**src/shared/power_seq_pkg.sv**
```systemverilog
// constants and carrier types for the module power-on sequencer
// assumes a single 100 MHz clock domain and seconds-scale timing
`default_nettype none

package power_seq_pkg;

  // ==========================================================================
  // clock and timing
  // ==========================================================================
  localparam int unsigned CLK_HZ          = 100_000_000;
  localparam int unsigned PRESS_MIN_MS    = 1000;
  localparam int unsigned OPER_MIN_S      = 20;
  localparam int unsigned MONITOR_TYP_S   = 21;
  localparam int unsigned READY_TYP_S     = 28;
  localparam longint unsigned PRESS_CYC   = (longint'(CLK_HZ) * PRESS_MIN_MS + 999) / 1000;
  localparam longint unsigned MONITOR_CYC = longint'(CLK_HZ) * MONITOR_TYP_S;
  localparam longint unsigned READY_CYC   = longint'(CLK_HZ) * READY_TYP_S;
  localparam int unsigned CNT_W           = 32;

  // ==========================================================================
  // shared pin eight and its functions
  // ==========================================================================
  localparam int unsigned SHARED_PIN_IDX  = 8;
  localparam logic        PIN_FN_READY    = 1'b0;
  localparam logic        PIN_FN_GPIO     = 1'b1;
  localparam logic        PIN_FN_RESET    = PIN_FN_READY;

  typedef enum {
    SEQ_OFF,
    SEQ_PRESS,
    SEQ_BOOT,
    SEQ_PADS_DONE,
    SEQ_ACTIVE
  } seqState_t;

  // status carried out of the sequencer
  typedef struct packed {
    logic softwareReady;
    logic powerMonitor;
    logic auxSupplyOut;
    logic booting;
  } seqStatus_t;

endpackage

`default_nettype wire

```
**src/verilog/module_power_on_sequencer.sv**
```systemverilog
// power-on sequencer: toggle pin in, power monitor and software ready out
// assumes toggle and battery detect are asynchronous pins, host open-collector
//
// How it works
// - after a start the block boots and refuses all host access meanwhile.
// - the block is never operational sooner than 20 s after the toggle went low.
// - software ready appears on shared pin eight unless that pin is reassigned.
// - software ready is high only when fully up; the host takes it as go-ahead.
// - power monitor rises only after every pad has been configured.
// - power monitor rises about 21 s and software ready about 28 s after start.
// - a toggle tied low starts the sequence as soon as battery is present.
// - the toggle is pulled up inside; the host only pulls low or releases.
`default_nettype none

module module_power_on_sequencer
  import power_seq_pkg::*;
#(
  parameter longint unsigned PRESS_CYCLES   = PRESS_CYC,
  parameter longint unsigned MONITOR_CYCLES = MONITOR_CYC,
  parameter longint unsigned READY_CYCLES   = READY_CYC
) (
  input  wire logic mclk,
  input  wire logic rst_b,
  input  wire logic batteryPresent,
  input  wire logic powerToggle_n,
  output logic      powerTogglePullUp,
  input  wire logic sharedPinFn,
  input  wire logic sharedPinGpioOut,
  output logic      sharedPin8Out,
  output logic      sharedPin8Oe,
  output logic      powerMonitor,
  output logic      auxSupplyOut,
  output logic      hostAccessOk,
  output seqStatus_t status
);

  localparam logic [CNT_W-1:0] PRESS_LIM   = CNT_W'(PRESS_CYCLES);
  localparam logic [CNT_W-1:0] MONITOR_LIM = CNT_W'(MONITOR_CYCLES);
  localparam logic [CNT_W-1:0] READY_LIM   = CNT_W'(READY_CYCLES);
  // minimum operational time, scaled with the ready count so short test counts keep the ratio
  localparam logic [CNT_W-1:0] OPER_LIM    = CNT_W'(READY_CYCLES * OPER_MIN_S / READY_TYP_S);

  // ==========================================================================
  // pin synchronisers
  // ==========================================================================
  logic toggleMeta_r;
  logic toggleSync_r;
  logic battMeta_r;
  logic battSync_r;

  always_ff @(posedge mclk or negedge rst_b) begin
    if (!rst_b) begin
      toggleMeta_r <= 1'b1;
      toggleSync_r <= 1'b1;
    end else begin
      toggleMeta_r <= powerToggle_n;
      toggleSync_r <= toggleMeta_r;
    end
  end

  always_ff @(posedge mclk or negedge rst_b) begin
    if (!rst_b) begin
      battMeta_r <= 1'b0;
      battSync_r <= 1'b0;
    end else begin
      battMeta_r <= batteryPresent;
      battSync_r <= battMeta_r;
    end
  end

  // internal pull-up is always on; the host side is open-collector only
  assign powerTogglePullUp = 1'b1;

  // ==========================================================================
  // press timing and boot timing
  // ==========================================================================
  seqState_t state_r;
  seqState_t state_nxt;
  logic [CNT_W-1:0] pressCnt;
  logic [CNT_W-1:0] bootCnt;
  logic pressClear;
  logic bootClear;
  logic pressLong;
  logic tiedLow_r;
  logic battPrev_r;

  assign pressClear = toggleSync_r || !battSync_r || (state_r != SEQ_OFF && state_r != SEQ_PRESS);
  // boot time counts from the toggle low seen with battery present
  assign bootClear  = (state_r == SEQ_OFF) && (toggleSync_r || !battSync_r);
  assign pressLong  = pressCnt >= PRESS_LIM;

  sync_counter #(.WIDTH(CNT_W)) u_pressCnt (
    .mclk  (mclk),
    .rst_b (rst_b),
    .clear (pressClear),
    .count (pressCnt)
  );

  sync_counter #(.WIDTH(CNT_W)) u_bootCnt (
    .mclk  (mclk),
    .rst_b (rst_b),
    .clear (bootClear),
    .count (bootCnt)
  );

  // resets to the absent level so no false battery edge follows reset
  always_ff @(posedge mclk or negedge rst_b) begin
    if (!rst_b) begin
      battPrev_r <= 1'b0;
    end else begin
      battPrev_r <= battSync_r;
    end
  end

  // only a toggle already low as battery arrives is a tied start; a plain press keeps its full low time
  always_ff @(posedge mclk or negedge rst_b) begin
    if (!rst_b) begin
      tiedLow_r <= 1'b0;
    end else if (!battSync_r) begin
      tiedLow_r <= 1'b0;
    end else if (state_r == SEQ_OFF && battSync_r && !battPrev_r && !toggleSync_r) begin
      tiedLow_r <= 1'b1;
    end
  end

  // ==========================================================================
  // sequence state
  // ==========================================================================
  always_comb begin
    state_nxt = state_r;
    case (state_r)
      SEQ_OFF: begin
        if (battSync_r && !toggleSync_r) begin
          state_nxt = SEQ_PRESS;
        end
      end
      SEQ_PRESS: begin
        // short presses are ignored; the start needs the full low time or a tied pin
        if (tiedLow_r) begin
          state_nxt = SEQ_BOOT;
        end else if (toggleSync_r) begin
          state_nxt = pressLong ? SEQ_BOOT : SEQ_OFF;
        end
      end
      SEQ_BOOT: begin
        if (bootCnt >= MONITOR_LIM) begin
          state_nxt = SEQ_PADS_DONE;
        end
      end
      SEQ_PADS_DONE: begin
        if (bootCnt >= READY_LIM) begin
          state_nxt = SEQ_ACTIVE;
        end
      end
      SEQ_ACTIVE: begin
        state_nxt = SEQ_ACTIVE;
      end
      default: begin
        state_nxt = SEQ_OFF;
      end
    endcase
    // losing the battery drops everything at once
    if (!battSync_r) begin
      state_nxt = SEQ_OFF;
    end
  end

  always_ff @(posedge mclk or negedge rst_b) begin
    if (!rst_b) begin
      state_r <= SEQ_OFF;
    end else begin
      state_r <= state_nxt;
    end
  end

  // ==========================================================================
  // outputs
  // ==========================================================================
  logic monitor_r;
  logic ready_r;

  always_ff @(posedge mclk or negedge rst_b) begin
    if (!rst_b) begin
      monitor_r <= 1'b0;
      ready_r   <= 1'b0;
    end else begin
      monitor_r <= (state_nxt == SEQ_PADS_DONE) || (state_nxt == SEQ_ACTIVE);
      ready_r   <= (state_nxt == SEQ_ACTIVE);
    end
  end

  assign powerMonitor = monitor_r;
  assign auxSupplyOut = monitor_r;
  // access stays refused through the whole boot
  assign hostAccessOk = ready_r;

  // pin eight carries ready unless reassigned to plain output
  assign sharedPin8Out = (sharedPinFn == PIN_FN_READY) ? ready_r : sharedPinGpioOut;
  assign sharedPin8Oe  = monitor_r || (sharedPinFn == PIN_FN_READY);

  assign status = '{softwareReady: ready_r,
                    powerMonitor:  monitor_r,
                    auxSupplyOut:  monitor_r,
                    booting:       (state_r == SEQ_BOOT) || (state_r == SEQ_PADS_DONE)};

  // ==========================================================================
  // checks
  // ==========================================================================
  AST_READY_AFTER_MIN: assert property (@(posedge mclk) disable iff (!rst_b)
    $rose(ready_r) |-> bootCnt >= OPER_LIM)
    else $error("ready rose too early");

  AST_READY_NEEDS_MON: assert property (@(posedge mclk) disable iff (!rst_b)
    ready_r |-> monitor_r)
    else $error("ready without power monitor");

  AST_MON_TIME: assert property (@(posedge mclk) disable iff (!rst_b)
    $rose(monitor_r) |-> bootCnt >= MONITOR_LIM && bootCnt < READY_LIM)
    else $error("power monitor rose at wrong time");

  AST_NO_ACCESS_BOOT: assert property (@(posedge mclk) disable iff (!rst_b)
    status.booting |-> !hostAccessOk)
    else $error("host access during boot");

  AST_PIN8_READY: assert property (@(posedge mclk) disable iff (!rst_b)
    sharedPinFn == PIN_FN_READY |-> sharedPin8Out == ready_r && sharedPin8Oe)
    else $error("pin eight not carrying ready");

  AST_SHORT_PRESS: assert property (@(posedge mclk) disable iff (!rst_b)
    state_r == SEQ_PRESS && toggleSync_r && !pressLong && !tiedLow_r |=> state_r == SEQ_OFF)
    else $error("short press started boot");

  AST_TIED_START: assert property (@(posedge mclk) disable iff (!rst_b)
    state_r == SEQ_PRESS && tiedLow_r && battSync_r |=> state_r == SEQ_BOOT)
    else $error("tied-low start not taken");

  AST_BATT_LOSS: assert property (@(posedge mclk) disable iff (!rst_b)
    !battSync_r |=> ##1 !ready_r && !monitor_r)
    else $error("outputs stayed up without battery");

  AST_PULLUP: assert property (@(posedge mclk) disable iff (!rst_b)
    powerTogglePullUp)
    else $error("pull-up released");

endmodule

`default_nettype wire

```
**src/verilog/sync_counter.sv**
```systemverilog
// saturating up-counter with synchronous clear
// assumes the caller holds clear while the count is not wanted
`default_nettype none

module sync_counter
  import power_seq_pkg::*;
#(
  parameter int unsigned WIDTH = CNT_W
) (
  input  wire logic             mclk,
  input  wire logic             rst_b,
  input  wire logic             clear,
  output logic [WIDTH-1:0]      count
);

  // saturate so a stuck input can never wrap the count back under a threshold
  always_ff @(posedge mclk or negedge rst_b) begin
    if (!rst_b) begin
      count <= '0;
    end else if (clear) begin
      count <= '0;
    end else if (count != {WIDTH{1'b1}}) begin
      count <= count + {{(WIDTH-1){1'b0}}, 1'b1};
    end
  end

endmodule

`default_nettype wire

```
**config.mk**
```make
export PLATFORM = sky130hd
export DESIGN_NAME = module_power_on_sequencer
export DESIGN_NICKNAME = d
export VERILOG_FILES = /design/src/shared/power_seq_pkg.sv /design/src/verilog/module_power_on_sequencer.sv /design/src/verilog/sync_counter.sv
export SDC_FILE = /design/constraint.sdc
export NUM_CORES = 1
export LEC_CHECK = 0
export BUFFER_PORTS_ARGS = -buffer_cell sky130_fd_sc_hd__buf_2
export CAP_MARGIN = 10
export CORE_ASPECT_RATIO = 0.8
export CORE_MARGIN = 2
export CORE_UTILIZATION = 24
export DETAILED_ROUTE_END_ITERATION = 6
export MAX_ROUTING_LAYER = met4
export PLACE_DENSITY = 0.39
export SLEW_MARGIN = 30
export SYNTH_ARGS = -nofsm -noshare
export SYNTH_HDL_FRONTEND = slang
export SYNTH_SLANG_ARGS = --single-unit
```
**constraint.sdc**
```tcl
create_clock -name mclk -period 2.36 [get_ports mclk]
set_input_delay 0.354 -clock mclk [delete_from_list [all_inputs] [get_ports mclk]]
set_output_delay 0.354 -clock mclk [all_outputs]
set_load 0.005 [all_outputs]
```
# Yosys cells after proc, flatten, opt, wreduce, memory -nomap -nowiden
# Cells that the tools add are included.
dict set report op_classes {
  n_addsub 2
  n_lt_le_gt_ge 3
  n_eq_ne 12
  n_mux 15
  bitwise 1
  reduce_logical 19
}
# op count
set ops {}
lappend ops {{2-to-1 mux 32 bit} 10}
lappend ops {{one-hot mux 32 bit (5 select lines)} 1}
lappend ops {{== test 32 x 3 -> 1 bit (second input constant)} 4}
lappend ops {{adder 32 x 1 -> 32 bit (second input constant)} 2}
lappend ops {{== test 32 x 2 -> 1 bit (second input constant)} 2}
lappend ops {{zero test 32 bit} 2}
lappend ops {{!= test 32 bit (second input constant)} 2}
lappend ops {{== test 32 x 1 -> 1 bit (second input constant)} 1}
lappend ops {{== test 32 x 4 -> 1 bit (second input constant)} 1}
lappend ops {{greater-or-equal comparator 32 x 27 -> 1 bit (second input constant)} 1}
lappend ops {{greater-or-equal comparator 32 x 31 -> 1 bit (second input constant)} 1}
lappend ops {{greater-or-equal comparator 32 bit (second input constant)} 1}
lappend ops {{!= test 32 x 2 -> 1 bit (second input constant)} 1}
lappend ops {{nonzero test 32 bit} 1}
lappend ops {{logical AND 1 bit} 6}
lappend ops {{logical OR 1 bit} 5}
lappend ops {{nonzero test 2 bit} 2}
lappend ops {{zero test 1 bit} 3}
lappend ops {{2-to-1 mux 1 bit} 3}
lappend ops {{2-to-1 mux 2 bit} 1}
lappend ops {{!= test 2 x 1 -> 1 bit (second input constant)} 1}
lappend ops {{NOT 1 bit} 1}
dict set report totals {
  regBits 104
}

# Logic depth before layout (Yosys ltp)
dict set report depth {
  ltp_word 8
  ltp_mapped 8
  mapped_depth_nobuf 7
}

# By module
# From an unflattened synthesis, not the netlist that was laid out.
dict set report hier_totals {
  hier_cells 513
  hier_area_um2 5495.3
}
# mod instances cells_per_inst area_per_inst_um2 seq_area_each_um2
set modules_own_cells {}
lappend modules_own_cells {sync_counter 2 193 1981.9 800.8}
lappend modules_own_cells {module_power_on_sequencer 1 127 1531.5 1003.5}

# Worst setup path before layout
# No wires, ideal clock.
dict set report synth_path {
  path_type {flip-flop to flip-flop}
  start {register u_pressCnt.count[3]}
  end {register u_pressCnt.count[29]}
  setup_time_ns 0.078
  arrival_time_ns 2.199
  required_ns 2.282
  setup_slack_ns 0.083
  path_stages_with_launch 8
  path_buffers 2
  synth_period_minus_slack_ns 2.277
  path_cell_list {dfrtp_1 -> nand4_2 -> or3_1 -> buf_6 -> or4_1 -> buf_2 -> or4_1 -> a21oi_1}
}
dict set report synth_between {
  elab_chain_len 3
  elab_cells_between_ends 5
}
# item line
set synth_lines {}
lappend synth_lines {{start: declaration} sync_counter.sv:13} ;# output logic [WIDTH-1:0] count
lappend synth_lines {{start signal: assignment} sync_counter.sv:23} ;# count <= count + {{(WIDTH-1){1'b0}}, 1'b1};
lappend synth_lines {{adder 32 x 1 -> 32 bit} sync_counter.sv:23}
lappend synth_lines {{2-to-1 mux 32 bit} sync_counter.sv:22} ;# end else if (count != {WIDTH{1'b1}}) begin
lappend synth_lines {{2-to-1 mux 32 bit} sync_counter.sv:20} ;# end else if (clear) begin
# Several ways; a longest one is shown, not always the timed one. The select of a mux whose other input is x is not followed.
# A chain may end at the register's enable or synchronous reset.

==> results by stage <==
Cells and area:
- The layout cell share with drive strength beyond 1 is 15.4%.
- The total area of multi-input combinational cells is 0.00225 mm2.
- After routing the design area is slightly below 0.006 mm2.
- The net total in the final layout is between 500 and 600.
- Across the whole layout, storage elements account for between 0.002 and 0.003 mm2.
- The total inserted antenna cells is 0.
- The count of filler cells inserted in the layout is roughly 2100.
- The signed area change from the synthesized netlist to the final layout is 22.1%.

Pwr:
- The total power after layout is between 0.003 and 0.004 W.
- Combinational cells account for 1.9% of the total power.
- For this design the total switching power over the nets is 0.000870 W.
- Summed over all cells, the static leakage comes to 2.41 nW.
- The power share of the sequential group is 52.5%.
- In this run the power density over the cells is 582 mW/mm2.
- The maximum resistive drop on vdd is around 0.3 mV.
- Net switching is 25.1% of the power.
- Of the total power, the clock network draws 45.6%.
- The design internal power is about 0.0026 W.

Detailed routing:
- The number of DRC violations after detailed-routing iteration 0 is roughly 290.
- The number of vias per cell is between 4 and 5.
- The routed wire length is around 11000 um.
- The remaining design rule violation count is 0.
- The pre-antenna-repair detailed-routing pass consisted of 4 iterations.
- The detailed-route wire length per cell is approximately 14 um.
- Once detail routing completed, the nets flagged for antenna violations numbered 0.
- The routed layout has 3757 vias.

STA:
- The total negative slack is 0 ps.
- Setup violations remaining at the end of the flow were counted as 0.
- Across all setup checks in the final design, the least slack found is ~88 ps.
- The final hold violation count was 0.
- Subtracting the final worst setup slack from the clock period gives 2270 ps.
- On the final layout, the worst clock skew is 13.2 ps.
- The post-route clock period utilization is 96.3%.
- The top achievable clock speed is 0.440 GHz.
- The number of max-slew violations in the final report is 0.
- Setup repair after global routing could not meet its margin everywhere.

Global routing:
- The initial antenna violation count came to 0.
- The global-route wire length before repair is about 20000 um.
- The via count of the first global-routing pass was between 3000 and 4000.
- The total routing resource utilization after global routing is 12.0%.
- The total global routing overflow is 0.
- The largest net degree at the start of global routing is between 50 and 60.

Clocking:
- For the worst-skew pair, the clock arrives at the later sink with an insertion delay of 370 ps.
- The TritonCTS clock tree is built.
- Buffers inserted during clock tree synthesis total 9.
- Clock-pin slew was measured on the worst setup and hold paths at 80 ps.
- The clock sink count is between 100 and 150.
- The cell at the root of the clock tree is sky130_fd_sc_hd__clkbuf_16.
- No sink is reached through more buffers than the 2 on the longest clock path.
- The clock tree synthesis step divided the H-tree into 3 levels.

Floorplan:
- The die outline height is 132 um.
- The core area is about 0.02 mm2.
- The die outline area is between 0.02 and 0.025 mm2.
- Pin placement for this block handled 16 I/O pins.
- The number of placement rows is between 40 and 50.
- The die is 164 um wide.
- The initial utilization of the core area, before any placement, comes to 24.5%.

Logic synthesis:
- Ranked by instance count, the synthesized netlist is headed by sky130_fd_sc_hd__dfrtp_1, sky130_fd_sc_hd__nor2_1, sky130_fd_sc_hd__xor2_1.
- The number of flip-flops and latches in the synthesized netlist is 104.
- The share of synthesized area in the top cell type comes to 52.3%.
- The share of the Yosys chip area taken by registers is 53.3%.
- The post-synthesis area per instance is 9.85 um2.
- Ranked by total cell area, the synthesized netlist is headed by sky130_fd_sc_hd__dfrtp_1, sky130_fd_sc_hd__nor2_1, sky130_fd_sc_hd__xor2_1, sky130_fd_sc_hd__xnor2_1, sky130_fd_sc_hd__nand4_1.
- The yosys synthesis warning count is 0.
- The async set or reset register ratio after synthesis is 100%.
- The number of different library cells used by synthesis comes to 54.
- The leading area contributor after synthesis is sky130_fd_sc_hd__dfrtp_1.
- Yosys mapped a number of flops with a built-in enable equal to 0.
- The most frequent cell after synthesis is sky130_fd_sc_hd__dfrtp_1.
- After technology mapping, the gate count stands at 496.
- The leading register cell type out of synthesis is sky130_fd_sc_hd__dfrtp_1.
- The total standard cell area after synthesis is 0.00488 mm2.

Worst setup path:
- STA puts the critical path data arrival time at 1920 ps.
- The nature of the critical path startpoint is a register.
- For the worst setup path, the data required time is 2010 ps.
- In this run the worst path has a maximum fanout of 2.
- The worst setup path is of the register to output pin kind.
- The startpoint of the worst register-to-register path is u_pressCnt.count[5].
- The launch point of the worst path is state_r[3].
- The worst setup path is captured at an output pin.

Hold path:
- The type of the worst min-delay path is primary input to register.
- The launch instance of the worst min-delay path is powerToggle_n.

Run:
- The number of maximum-capacitance constraint violations is 0.

Placed design:
- The count of buffers from port buffering is 14.
- The instance area after placement is 0.00558 mm2.
- At the placement stage, the worst setup path has a slack of between 20 and 30 ps.
- Once detailed placement completed, the half-perimeter wirelength came to 7900 um.
- The congestion estimate from routability-driven global placement came to about 0.8.

Status:
- The run finished with clean final reports.
[power groups by stage]
stage	registers (W)	clock network, W	logic, W
finish	0.00182	0.00158	0.0000645
global route	0.00183	0.00173	0.0000794
CTS	0.00182	0.00165	0.0000673
detailed placement	0.00186	0	0.0000655
global placement	0.00186	0	0.0000648
floorplan	0.00185	0	0.0000141
[layout make-up]
type / count / area share (%)
Sequential cell: 104 / 43.7
Multi-Input combinational cell: 381 / 37.7
Timing Repair Buffer: 55 / 6.84
Tap cell: 264 / 5.54
Clock buffer: 9 / 3.78
Clock inverter: 7 / 1.45
Inverter: 16 / 1.01
[path summary, 6_finish.rpt]
check | end | slack, ps | depth (start not counted)
max | status[0] | 90 | 6
min | toggleMeta_r | 90 | 1
max reg2reg | u_pressCnt.count[27] | 120 | 5
min reg2reg | toggleSync_r | 370 | 0
max in group asynchronous | toggleSync_r | 1180 | 3
min in group asynchronous | u_bootCnt.count[9] | 480 | 2
[registers in the layout (all words and copies together), names as in the netlist]
| register | cells |
|---|---|
| state_r | 32 |
| toggleMeta_r | 1 |
| battSync_r | 1 |
| tiedLow_r | 1 |
| u_pressCnt.count | 32 |
| hostAccessOk | 1 |
| auxSupplyOut | 1 |
| battPrev_r | 1 |
| u_bootCnt.count | 32 |
| toggleSync_r | 1 |
| battMeta_r | 1 |
[metrics by stage]
step	hold slack, ps	util, %	std cells
global placement	339	28.0	816
detailed placement	343	28.0	816
global route	65.9	29.9	836
finish	89.4	29.9	836
floorplan	58.4	-	524
CTS	71.8	29.7	833
[cell usage in the layout (no fill, tap or decap), types with 3 or more instances in the layout]
master and instances:
sky130_fd_sc_hd__dfrtp_1 102, sky130_fd_sc_hd__nor2_1 86, sky130_fd_sc_hd__buf_4 39, sky130_fd_sc_hd__conb_1 30, sky130_fd_sc_hd__xor2_1 29, sky130_fd_sc_hd__nand3_1 26
sky130_fd_sc_hd__nand2_1 25, sky130_fd_sc_hd__nand4_1 25, sky130_fd_sc_hd__xnor2_1 22, sky130_fd_sc_hd__nor3_1 18, sky130_fd_sc_hd__inv_1 16, sky130_fd_sc_hd__a21oi_1 14
sky130_fd_sc_hd__buf_2 13, sky130_fd_sc_hd__nor4_1 12, sky130_fd_sc_hd__o21ai_0 11, sky130_fd_sc_hd__or3_1 9, sky130_fd_sc_hd__and3_1 9, sky130_fd_sc_hd__clkbuf_16 9
sky130_fd_sc_hd__nor4_2 5, sky130_fd_sc_hd__nor4b_1 5, sky130_fd_sc_hd__or4_1 5, sky130_fd_sc_hd__o31ai_1 4, sky130_fd_sc_hd__ha_1 4, sky130_fd_sc_hd__inv_8 4
sky130_fd_sc_hd__a31oi_1 3, sky130_fd_sc_hd__nor3b_1 3
[metal layers]
| layer | global-route usage, % | up-vias | routed length (um) |
|---|---|---|---|
| li1 | - | 1850 | - |
| met1 | 17.4 | 1837 | 6150 |
| met2 | 16.4 | 56 | 4700 |
| met3 | 3.03 | 14 | 436 |
| met4 | 3.51 | 0 | 165 |
| met5 | - | - | 0 |
[cells by family (layout without fill, tap and decap cells)]
logic type      Yosys count  count (layout)  share of synthesized area (%)
compound gates           50              50                           6.74
buf+inv                  39              87                           3.59
xor+xnor                 51              51                           9.14
fa+ha+maj                 4               4                           1.02
simple gates            244             244                           25.6
other cells               2              30                          0.154
flops                   104             104                           53.3
mux                       2               2                          0.435
[worst max-delay path, stage by stage, from the launching register on]
cell                      delay [ps]
sky130_fd_sc_hd__dfrtp_1         380
sky130_fd_sc_hd__nor4_2          300
sky130_fd_sc_hd__nand4_1         220
sky130_fd_sc_hd__buf_4           200
sky130_fd_sc_hd__nor4_2          200
sky130_fd_sc_hd__buf_4           160
sky130_fd_sc_hd__buf_2           100
[timing repair]
item,in CTS,in global routing
gates resized for setup,1,5
setup buffers,0,3
pin swaps,0,4
hold endpoints to repair,32,0
endpoints found under the setup margin,1,3
hold buffers,1,0
No activity file was read; power rests on OpenSTA's default activity.
